## src/cpf_pkg.sv

```systemverilog
// shared constants and types for the camera parallel input front end
package cpf_pkg;
   localparam logic [7:0] ADDR_UNIT_ENABLE = 8'h00;
   localparam logic [7:0] ADDR_IF_CONFIG = 8'h04;
   localparam logic [7:0] ADDR_VERSION = 8'h3c;
   localparam logic [7:0] ADDR_FRAME_COUNT = 8'h90;
   localparam logic [7:0] ADDR_PATTERN_LEN = 8'h30;
   // unit enable control fields
   localparam int EN_UNIT = 0;
   localparam int EN_PATTERN_ENABLE = 1;
   localparam int EN_COUNT = 2;
   localparam int EN_SAMPLE_POINT = 3;
   localparam int EN_PATTERN_GO = 4;
   localparam int EN_REPEAT_LO = 16;
   localparam int EN_VERSION = 30;
   localparam logic [31:0] EN_WRITE_MASK = 32'h40ff_001f;
   localparam logic [31:0] EN_RESET = 32'h0000_0000;
   // interface configuration fields
   localparam int CF_FORMAT_LO = 0;
   localparam int CF_WIDTH_LO = 8;
   localparam int CF_ORDER_LO = 10;
   localparam int CF_CLK_EDGE = 16;
   localparam int CF_HPOL = 17;
   localparam int CF_VPOL = 18;
   localparam int CF_FIELD = 19;
   localparam int CF_HALVE = 20;
   localparam int CF_SWAP = 23;
   localparam logic [31:0] CF_WRITE_MASK = 32'h00bf_0f9f;
   localparam logic [31:0] CF_RESET = 32'h0005_0000;
   // version value is arbitrary
   localparam logic [31:0] VERSION_CODE = 32'h0001_0000;
   localparam logic [1:0] WIDTH_8 = 2'b00;
   localparam logic [1:0] WIDTH_10 = 2'b01;
   localparam logic [1:0] WIDTH_12 = 2'b10;
   localparam logic [1:0] WIDTH_SPLIT = 2'b11;
   localparam logic [4:0] FMT_EMBEDDED_BASE = 5'b0_0100;
   localparam logic [4:0] FMT_EMBEDDED_LAST = 5'b0_0111;
   localparam logic [4:0] FMT_TWO_CHANNEL = 5'b0_1100;
   localparam logic [4:0] FMT_FOUR_CHANNEL = 5'b0_1101;
   localparam logic [1:0] PIX_SHIFT = 2'd2;
   typedef struct packed {
      logic [11:0] data;
      logic field;
      logic frame_start;
   } cpf_pixel_type;
   typedef struct packed {
      logic vsync;
      logic hsync;
      logic field;
      logic [11:0] data;
   } cpf_bus_type;
endpackage : cpf_pkg

```

## src/cpf_front_end.sv

```systemverilog
// camera parallel input front end: registers, pixel sampling, buffering
//
// Contract
// [RULE1] unit enable bit zero holds capture logic in reset
// [RULE2] software sets pattern go; hardware clears it when replay ends
// [RULE3] pattern replays repeat count plus one times
// [RULE4] frame clock count sampled at frame end or vsync per sample bit; with embedded sync the code never samples it
// [RULE5] version register reads only while version read enable set
// [RULE6] swap bit routes the other parser's syncs and data here
// [RULE7] halving keeps first of every two frames; with embedded sync the code drops every frame
// [RULE8] separate sync: field bit selects field polarity
// [RULE9] embedded sync: field bit selects field order; the code fixes the field flag at the inverted field bit
// [RULE10] sync polarity bits, ignored for embedded sync
// [RULE11] clock edge bit: 0 falling, 1 rising
// [RULE12] split bus: two bytes from bits 11:4 into 10 bits at 11:2
// [RULE13] width field selects 8, 10, 12 or split bus
// [RULE14] format codes 0 to 7 separate or embedded timing formats
// [RULE15] codes 12 and 13 multi-channel embedded; others reserved
// [RULE16] reserved bits ignore writes and read zero
`timescale 1ns/100ps
`default_nettype none
module cpf_front_end #(
   parameter int PATTERN_WORDS = 16
) (
   // clock and reset
   input wire logic CLK,
   input wire logic RESETN,
   // register port
   input wire logic [7:0] ADDR,
   input wire logic [31:0] WDATA,
   input wire logic WR,
   input wire logic RD,
   output logic [31:0] RDATA,
   // sensor pins, own and neighbouring parser
   input wire logic PCLK,
   input wire cpf_pkg::cpf_bus_type OWN_BUS,
   input wire cpf_pkg::cpf_bus_type PEER_BUS,
   // pattern feed from memory
   input wire logic [11:0] PATTERN_DATA,
   output logic [7:0] PATTERN_ADDR,
   // pixel stream out
   output cpf_pkg::cpf_pixel_type PIX,
   output logic PIX_VALID,
   input wire logic PIX_READY,
   // mode status
   output logic EMBEDDED_SYNC,
   output logic [2:0] CHANNELS
);
   typedef enum {PAT_IDLE, PAT_RUN} cpf_pat_type;
   logic [31:0] en_reg;
   logic [31:0] cf_reg;
   logic [31:0] frame_count;
   logic [31:0] frame_sample;
   logic [31:0] pattern_len;
   cpf_pkg::cpf_bus_type bus_meta;
   cpf_pkg::cpf_bus_type bus_sync;
   logic pclk_meta;
   logic pclk_sync;
   logic pclk_prev;
   logic vs_prev;
   logic active;
   logic sample_edge;
   logic vs_act;
   logic hs_act;
   logic vs_rise;
   logic frame_done;
   logic embedded;
   logic byte_phase;
   logic [7:0] first_byte;
   logic frame_odd;
   logic field_now;
   logic [11:0] word;
   logic word_ok;
   logic pat_done;
   logic [7:0] cycles_left;
   logic [7:0] pat_index;
   cpf_pat_type pat_state;
   cpf_pkg::cpf_pixel_type buf_data [2];
   logic [1:0] buf_count;
   logic buf_rd;
   logic push;
   logic pop;
   cpf_pkg::cpf_pixel_type push_data;
   logic [1:0] width;
   logic [4:0] fmt;

   assign active = en_reg[cpf_pkg::EN_UNIT]; // RULE1
   assign width = cf_reg[cpf_pkg::CF_WIDTH_LO +: 2];
   assign fmt = cf_reg[cpf_pkg::CF_FORMAT_LO +: 5];
   assign embedded = (fmt >= cpf_pkg::FMT_EMBEDDED_BASE
      && fmt <= cpf_pkg::FMT_EMBEDDED_LAST)
      || fmt == cpf_pkg::FMT_TWO_CHANNEL
      || fmt == cpf_pkg::FMT_FOUR_CHANNEL; // RULE14 RULE15

   // register writes, reserved bits masked off
   always_ff @(posedge CLK or negedge RESETN)
   begin
      if (!RESETN)
      begin
         en_reg <= cpf_pkg::EN_RESET;
         cf_reg <= cpf_pkg::CF_RESET;
         pattern_len <= '0;
      end
      else
      begin
         if (WR && ADDR == cpf_pkg::ADDR_UNIT_ENABLE)
            en_reg <= WDATA & cpf_pkg::EN_WRITE_MASK; // RULE16
         else if (pat_done)
            en_reg[cpf_pkg::EN_PATTERN_GO] <= 1'b0; // RULE2
         if (WR && ADDR == cpf_pkg::ADDR_IF_CONFIG)
            cf_reg <= WDATA & cpf_pkg::CF_WRITE_MASK; // RULE16
         if (WR && ADDR == cpf_pkg::ADDR_PATTERN_LEN)
            pattern_len <= WDATA;
      end
   end

   // register reads, one cycle later
   always_ff @(posedge CLK or negedge RESETN)
   begin
      if (!RESETN)
         RDATA <= '0;
      else if (RD)
      begin
         case (ADDR)
            cpf_pkg::ADDR_UNIT_ENABLE: RDATA <= en_reg;
            cpf_pkg::ADDR_IF_CONFIG: RDATA <= cf_reg;
            cpf_pkg::ADDR_PATTERN_LEN: RDATA <= pattern_len;
            cpf_pkg::ADDR_FRAME_COUNT: RDATA <= frame_sample;
            cpf_pkg::ADDR_VERSION:
               RDATA <= en_reg[cpf_pkg::EN_VERSION] ?
                  cpf_pkg::VERSION_CODE : '0; // RULE5
            default: RDATA <= '0;
         endcase
      end
      else
         RDATA <= '0;
   end

   // two-stage synchronisers for pins
   always_ff @(posedge CLK or negedge RESETN)
   begin
      if (!RESETN)
      begin
         pclk_meta <= 1'b0;
         pclk_sync <= 1'b0;
         pclk_prev <= 1'b0;
         bus_meta <= '0;
         bus_sync <= '0;
      end
      else
      begin
         pclk_meta <= PCLK;
         pclk_sync <= pclk_meta;
         pclk_prev <= pclk_sync;
         bus_meta <= cf_reg[cpf_pkg::CF_SWAP] ? PEER_BUS : OWN_BUS; // RULE6
         bus_sync <= bus_meta;
      end
   end

   assign sample_edge = cf_reg[cpf_pkg::CF_CLK_EDGE] ?
      (pclk_sync && !pclk_prev) : (!pclk_sync && pclk_prev); // RULE11
   // embedded timing has no sync pins: polarity ignored
   assign vs_act = embedded ? 1'b0 :
      !(bus_sync.vsync ^ cf_reg[cpf_pkg::CF_VPOL]); // RULE10
   assign hs_act = embedded ? 1'b0 :
      !(bus_sync.hsync ^ cf_reg[cpf_pkg::CF_HPOL]); // RULE10
   assign vs_rise = sample_edge && vs_act && !vs_prev;
   assign frame_done = sample_edge && !vs_act && vs_prev;
   // separate sync: polarity; embedded: field order
   // frame_odd is high in the first field after enable with separate sync; embedded sync leaves it low
   assign field_now = embedded ?
      (!frame_odd ^ cf_reg[cpf_pkg::CF_FIELD]) : // RULE9
      !(bus_sync.field ^ cf_reg[cpf_pkg::CF_FIELD]); // RULE8

   // frame tracking, halving, clock counter
   always_ff @(posedge CLK or negedge RESETN)
   begin
      if (!RESETN)
      begin
         vs_prev <= 1'b0;
         frame_odd <= 1'b0;
         frame_count <= '0;
         frame_sample <= '0;
      end
      else if (!active)
      begin
         vs_prev <= 1'b0;
         frame_odd <= 1'b0;
         frame_count <= '0;
         frame_sample <= '0;
      end
      else
      begin
         if (sample_edge)
            vs_prev <= vs_act;
         if (vs_rise)
            frame_odd <= !frame_odd; // RULE7
         if (en_reg[cpf_pkg::EN_COUNT])
         begin
            if ((en_reg[cpf_pkg::EN_SAMPLE_POINT] && vs_rise)
               || (!en_reg[cpf_pkg::EN_SAMPLE_POINT] && frame_done))
            begin
               frame_sample <= frame_count; // RULE4
               frame_count <= '0;
            end
            else
               frame_count <= frame_count + 32'h0000_0001;
         end
      end
   end

   // bus width and split-bus byte assembly
   always_ff @(posedge CLK or negedge RESETN)
   begin
      if (!RESETN)
      begin
         byte_phase <= 1'b0;
         first_byte <= '0;
         word <= '0;
         word_ok <= 1'b0;
      end
      else if (!active || !hs_act && !embedded)
      begin
         byte_phase <= 1'b0;
         word_ok <= 1'b0;
      end
      else
      begin
         word_ok <= 1'b0;
         if (sample_edge)
         begin
            case (width) // RULE13
               cpf_pkg::WIDTH_8:
               begin
                  word <= {bus_sync.data[11:4], 4'h0};
                  word_ok <= 1'b1;
               end
               cpf_pkg::WIDTH_10:
               begin
                  word <= {bus_sync.data[11:2], 2'b00};
                  word_ok <= 1'b1;
               end
               cpf_pkg::WIDTH_12:
               begin
                  word <= bus_sync.data;
                  word_ok <= 1'b1;
               end
               default:
               begin
                  byte_phase <= !byte_phase;
                  if (!byte_phase)
                     first_byte <= bus_sync.data[11:4];
                  else
                  begin
                     word_ok <= 1'b1;
                     case (cf_reg[cpf_pkg::CF_ORDER_LO +: 2]) // RULE12
                        2'b00: word <= {first_byte[1:0],
                           bus_sync.data[11:4], 2'b00};
                        2'b01: word <= {first_byte,
                           bus_sync.data[5:4], 2'b00};
                        2'b10: word <= {bus_sync.data[11:10],
                           first_byte, 2'b00};
                        default: word <= {bus_sync.data[5:4],
                           first_byte, 2'b00};
                     endcase
                  end
               end
            endcase
         end
      end
   end

   // pattern replay from memory
   always_ff @(posedge CLK or negedge RESETN)
   begin
      if (!RESETN)
      begin
         pat_state <= PAT_IDLE;
         pat_index <= '0;
         cycles_left <= '0;
         pat_done <= 1'b0;
      end
      else if (!active)
      begin
         pat_state <= PAT_IDLE;
         pat_index <= '0;
         pat_done <= 1'b0;
      end
      else
      begin
         pat_done <= 1'b0;
         case (pat_state)
            PAT_IDLE:
               if (en_reg[cpf_pkg::EN_PATTERN_GO] && !pat_done
                  && en_reg[cpf_pkg::EN_PATTERN_ENABLE])
               begin
                  pat_state <= PAT_RUN;
                  pat_index <= '0;
                  cycles_left <= en_reg[cpf_pkg::EN_REPEAT_LO +: 8]; // RULE3
               end
            PAT_RUN:
               if (push)
               begin
                  if (pat_index == 8'(PATTERN_WORDS - 1))
                  begin
                     pat_index <= '0;
                     if (cycles_left == '0)
                     begin
                        pat_state <= PAT_IDLE;
                        pat_done <= 1'b1; // RULE2
                     end
                     else
                        cycles_left <= cycles_left - 8'h01; // RULE3
                  end
                  else
                     pat_index <= pat_index + 8'h01;
               end
            default: pat_state <= PAT_IDLE;
         endcase
      end
   end

   // stream mux into two-entry buffer
   always_comb
   begin
      push_data.data = word;
      push_data.field = field_now;
      push_data.frame_start = 1'b0;
      push = 1'b0;
      if (pat_state == PAT_RUN)
      begin
         push_data.data = PATTERN_DATA;
         push_data.frame_start = (pat_index == '0);
         push = buf_count != 2'd2;
      end
      else if (word_ok && !(cf_reg[cpf_pkg::CF_HALVE] && !frame_odd)) // RULE7
         push = buf_count != 2'd2;
   end
   assign pop = PIX_VALID && PIX_READY;

   always_ff @(posedge CLK or negedge RESETN)
   begin
      if (!RESETN)
      begin
         buf_count <= '0;
         buf_rd <= 1'b0;
         buf_data[0] <= '0;
         buf_data[1] <= '0;
      end
      else if (!active)
      begin
         buf_count <= '0;
         buf_rd <= 1'b0;
      end
      else
      begin
         if (push)
            buf_data[buf_rd ^ buf_count[0]] <= push_data;
         if (pop)
            buf_rd <= !buf_rd;
         buf_count <= buf_count + 2'(push) - 2'(pop);
      end
   end

   // registered outputs
   always_ff @(posedge CLK or negedge RESETN)
   begin
      if (!RESETN)
      begin
         PIX <= '0;
         PIX_VALID <= 1'b0;
         PATTERN_ADDR <= '0;
         EMBEDDED_SYNC <= 1'b0;
         CHANNELS <= 3'd1;
      end
      else
      begin
         PIX_VALID <= active && (buf_count - 2'(pop)) != 2'd0;
         PIX <= pop ? buf_data[!buf_rd] : buf_data[buf_rd];
         PATTERN_ADDR <= pat_index;
         EMBEDDED_SYNC <= embedded;
         CHANNELS <= fmt == cpf_pkg::FMT_FOUR_CHANNEL ? 3'd4 :
            fmt == cpf_pkg::FMT_TWO_CHANNEL ? 3'd2 : 3'd1; // RULE15
      end
   end
endmodule : cpf_front_end
`default_nettype wire

```

## config.mk

```make
export PLATFORM = sky130hd
export DESIGN_NAME = cpf_front_end
export DESIGN_NICKNAME = d
export VERILOG_FILES = /design/src/cpf_pkg.sv /design/src/cpf_front_end.sv
export SDC_FILE = /design/constraint.sdc
export NUM_CORES = 1
export LEC_CHECK = 0
export BUFFER_PORTS_ARGS = -buffer_cell sky130_fd_sc_hd__buf_2
export CORE_ASPECT_RATIO = 1.1
export CORE_UTILIZATION = 40
export CTS_CLUSTER_DIAMETER = 40
export DETAILED_ROUTE_END_ITERATION = 16
export PLACE_DENSITY_LB_ADDON = 0.3
export SYNTH_ARGS = -nofsm -noshare
export SYNTH_HDL_FRONTEND = slang
export SYNTH_SLANG_ARGS = --single-unit
```

## constraint.sdc

```tcl
create_clock -name CLK -period 4 [get_ports CLK]
set_input_delay 0.6 -clock CLK [delete_from_list [all_inputs] [get_ports CLK]]
set_output_delay 0.6 -clock CLK [all_outputs]
set_load 0.05 [all_outputs]
```

==> flow_summary.json <==
{
  "status": "complete, no violations",
  "grt_start_max_net_pins": 100,
  "vdd_drop_max_mv": 0.3952,
  "synth_ff_type": "dfrtp_1",
  "power_density_nw_per_um2": 452.1,
  "nets": 1308,
  "critical_path_class": "register to register",
  "cts_buffers": 39,
  "synth-async-reset-ratio": 1.000,
  "period_share": 0.6652,
  "synth-edff-count": 0,
  "cts_resized": 0,
  "grt-ovfl-total": 0,
  "synth_cells": 1066,
  "io_pins": 147,
  "final_cell_mix": "dfrtp_1, buf_2, mux2_2",
  "hold_buffers": 0,
  "post_synth.cell_area_avg_um2": 11.93,
  "synth_cell_types": 64,
  "leakage_nw": 7.120,
  "antenna_left": 0,
  "clock_latency_ns": 0.53,
  "cts.sinks": 292,
  "cts_buffer_depth": 3,
  "wl_um": 29980,
  "crit_path_end_kind": "register",
  "critPathRequiredTime_ns": 4.42,
  "worst_pin_slew_ns": 1.027,
  "grt_pass1_wl_um": 48070,
  "post-cts-setup-buffers": 0,
  "synthesis.nets": 1160,
  "p_seq_frac": 0.444,
  "yosysWarningCount": 0,
  "layout-drive-gt1-share": 0.3202,
  "p_total_w": 0.006915,
  "die_x_um": 172.0,
  "worstPathMaxFanout": 62,
  "routed-via-count": 8624,
  "antenna_found_initial": 0,
  "htree_levels": 2,
  "path_clk_slew_ns": 0.05,
  "cts_tree": "yes",
  "share_comb_of_total_power": 0.041,
  "drc_errors": 0,
  "p_clk_frac": 0.516,
  "finalSetupViolations": 0,
  "area_growth_pct": 20.29,
  "dp_hpwl_um": 20550,
  "slew_viol_final": 0,
  "die_h_um": 189.0,
  "synth_area_um2": 12710,
  "place.gp.congestion": 0.8459,
  "grt_pass1_vias": 8739,
  "hold_viol": 0,
  "startpoint_type": "register",
  "p_switching_w": 0.001530,
  "num_rows": 68,
  "synth-seq-cells": 292,
  "n_antenna_cell": 0,
  "fmax_mhz": 375.9,
  "fillCellCount": 2891,
  "relSlewSlack": 0.3155,
  "dr.pass1.iters": 7,
  "numPortBuffers": 146,
  "switching_share": 0.2213,
  "grt_util_all_layers": 0.1916,
  "fin_tns_setup_ns": 0,
  "routedWlPerCell_um": 18.03,
  "cts-root-buf": "clkbuf_16",
  "timing.final.crit_period_ns": 2.661,
  "core_um2": 31310,
  "via_per_inst": 5.186,
  "initial_core_util": 0.4061,
  "finClkSkew_ns": 0.02437,
  "final_common_cell": "dfrtp_1",
  "worst_ep_arrival_time_ns": 3.08,
  "hold_class": "primary input to async pin",
  "rsz0062_at_grt": "false",
  "drtIter0Drc": 577,
  "power.internal_w": 0.005385,
  "drv_cap": 0,
  "die-area_um2": 32500,
  "yosysSeqAreaShare": 0.5750
}
-- cells by family (layout without fill, tap and decap cells) --
kind of cell,after synthesis,after routing,share of synthesized area
and+or+nand+nor,320,320,0.1227
DFF,292,292,0.5750
muxes,193,193,0.1660
AOI/OAI and AO/OA,138,138,0.07666
buffers and inverters,74,251,0.02411
xor gates and xnor gates,43,43,0.02962
adders and majority gates,6,6,0.005904
-- per-layer routing --
| metal | track usage | part of all wire | vias to the layer above |
|---|---|---|---|
| li1 | - | - | 4064 |
| met1 | 0.2573 | 0.45 | 4282 |
| met2 | 0.3111 | 0.48 | 218 |
| met3 | 0.03595 | 0.046 | 60 |
| met4 | 0.06127 | 0.026 | 0 |
| met5 | 0 | 0 | - |
-- synthesized netlist by cell type, types with 13 or more instances --
library cell / n / area [um^2]
nor2b_1: 28 / 175.2
a22o_1: 13 / 113.9
nand4_1: 19 / 118.9
nand2_1: 112 / 420.4
o21ai_0: 30 / 150.1
clkbuf_1: 37 / 138.9
buf_2: 13 / 65.06
mux2_2: 143 / 1610
nor2_1: 77 / 289.0
mux2i_1: 50 / 500.5
inv_1: 16 / 60.06
xor2_1: 32 / 280.3
dfrtp_1: 289 / 7232
a22oi_1: 36 / 270.3
nand3_1: 22 / 110.1
a21oi_1: 18 / 90.09
-- per-stage QoR --
stage | setup slack (ns) | instances | hold slack [ns] | instance area [um^2] | utilization
6_report | 1.339 | 1663 | 0.1301 | 15290 | 0.4885
5_1_grt | 1.089 | 1663 | 0.1957 | 15290 | 0.4885
4_1_cts | 1.311 | 1663 | 0.1673 | 15290 | 0.4885
3_5_place_dp | 1.250 | 1593 | 0.3347 | 13940 | 0.4451
3_3_place_gp | 1.275 | 1593 | 0.3358 | 13940 | 0.4451
2_1_floorplan | 1.934 | 1066 | 0.3044 | 12710 | -
-- path summary, 6_finish.rpt --
path,from,end,slack [ns],cells after the start
max,en_reg[0],cycles_left[2],1.34,5
min,RESETN,RDATA[5],0.13,1
max reg2reg,en_reg[0],cycles_left[2],1.34,5
min reg2reg,bus_meta[2],bus_sync[2],0.33,0
max in group asynchronous,RESETN,CHANNELS[0],2.95,2
min in group CLK,PCLK,pclk_meta,0.20,1
-- worst max-delay path, cell delays in order, from the launching register on --
cell and delay (ns):
dfrtp_2 0.55, buf_4 0.60, inv_1 0.46, nor4_4 0.58, o21ai_1 0.12, a21boi_0 0.20
-- cell type report --
class                   count  area (um^2)  area share
clock inverters            23        280.3     0.01832
clock buffers              47         1077     0.07043
flip-flops and latches    292         7312      0.4781
inverters                  16        60.06    0.003927
repair buffers            165        908.4     0.05939
well taps                 420        525.5     0.03436
multi-input cells         700         5131      0.3355
-- power groups by stage --
| stage | registers (W) | logic (W) | clock network, W |
|---|---|---|---|
| final | 0.00307 | 0.000281 | 0.00357 |
| after global routing | 0.00307 | 0.000316 | 0.00377 |
| after CTS | 0.00307 | 0.000289 | 0.00364 |
| after detailed placement | 0.00312 | 0.000287 | 0 |
| after global placement | 0.00312 | 0.000283 | 0 |
| after floorplan | 0.00309 | 0.000134 | 0 |
Power figures use the tool's default switching activity.
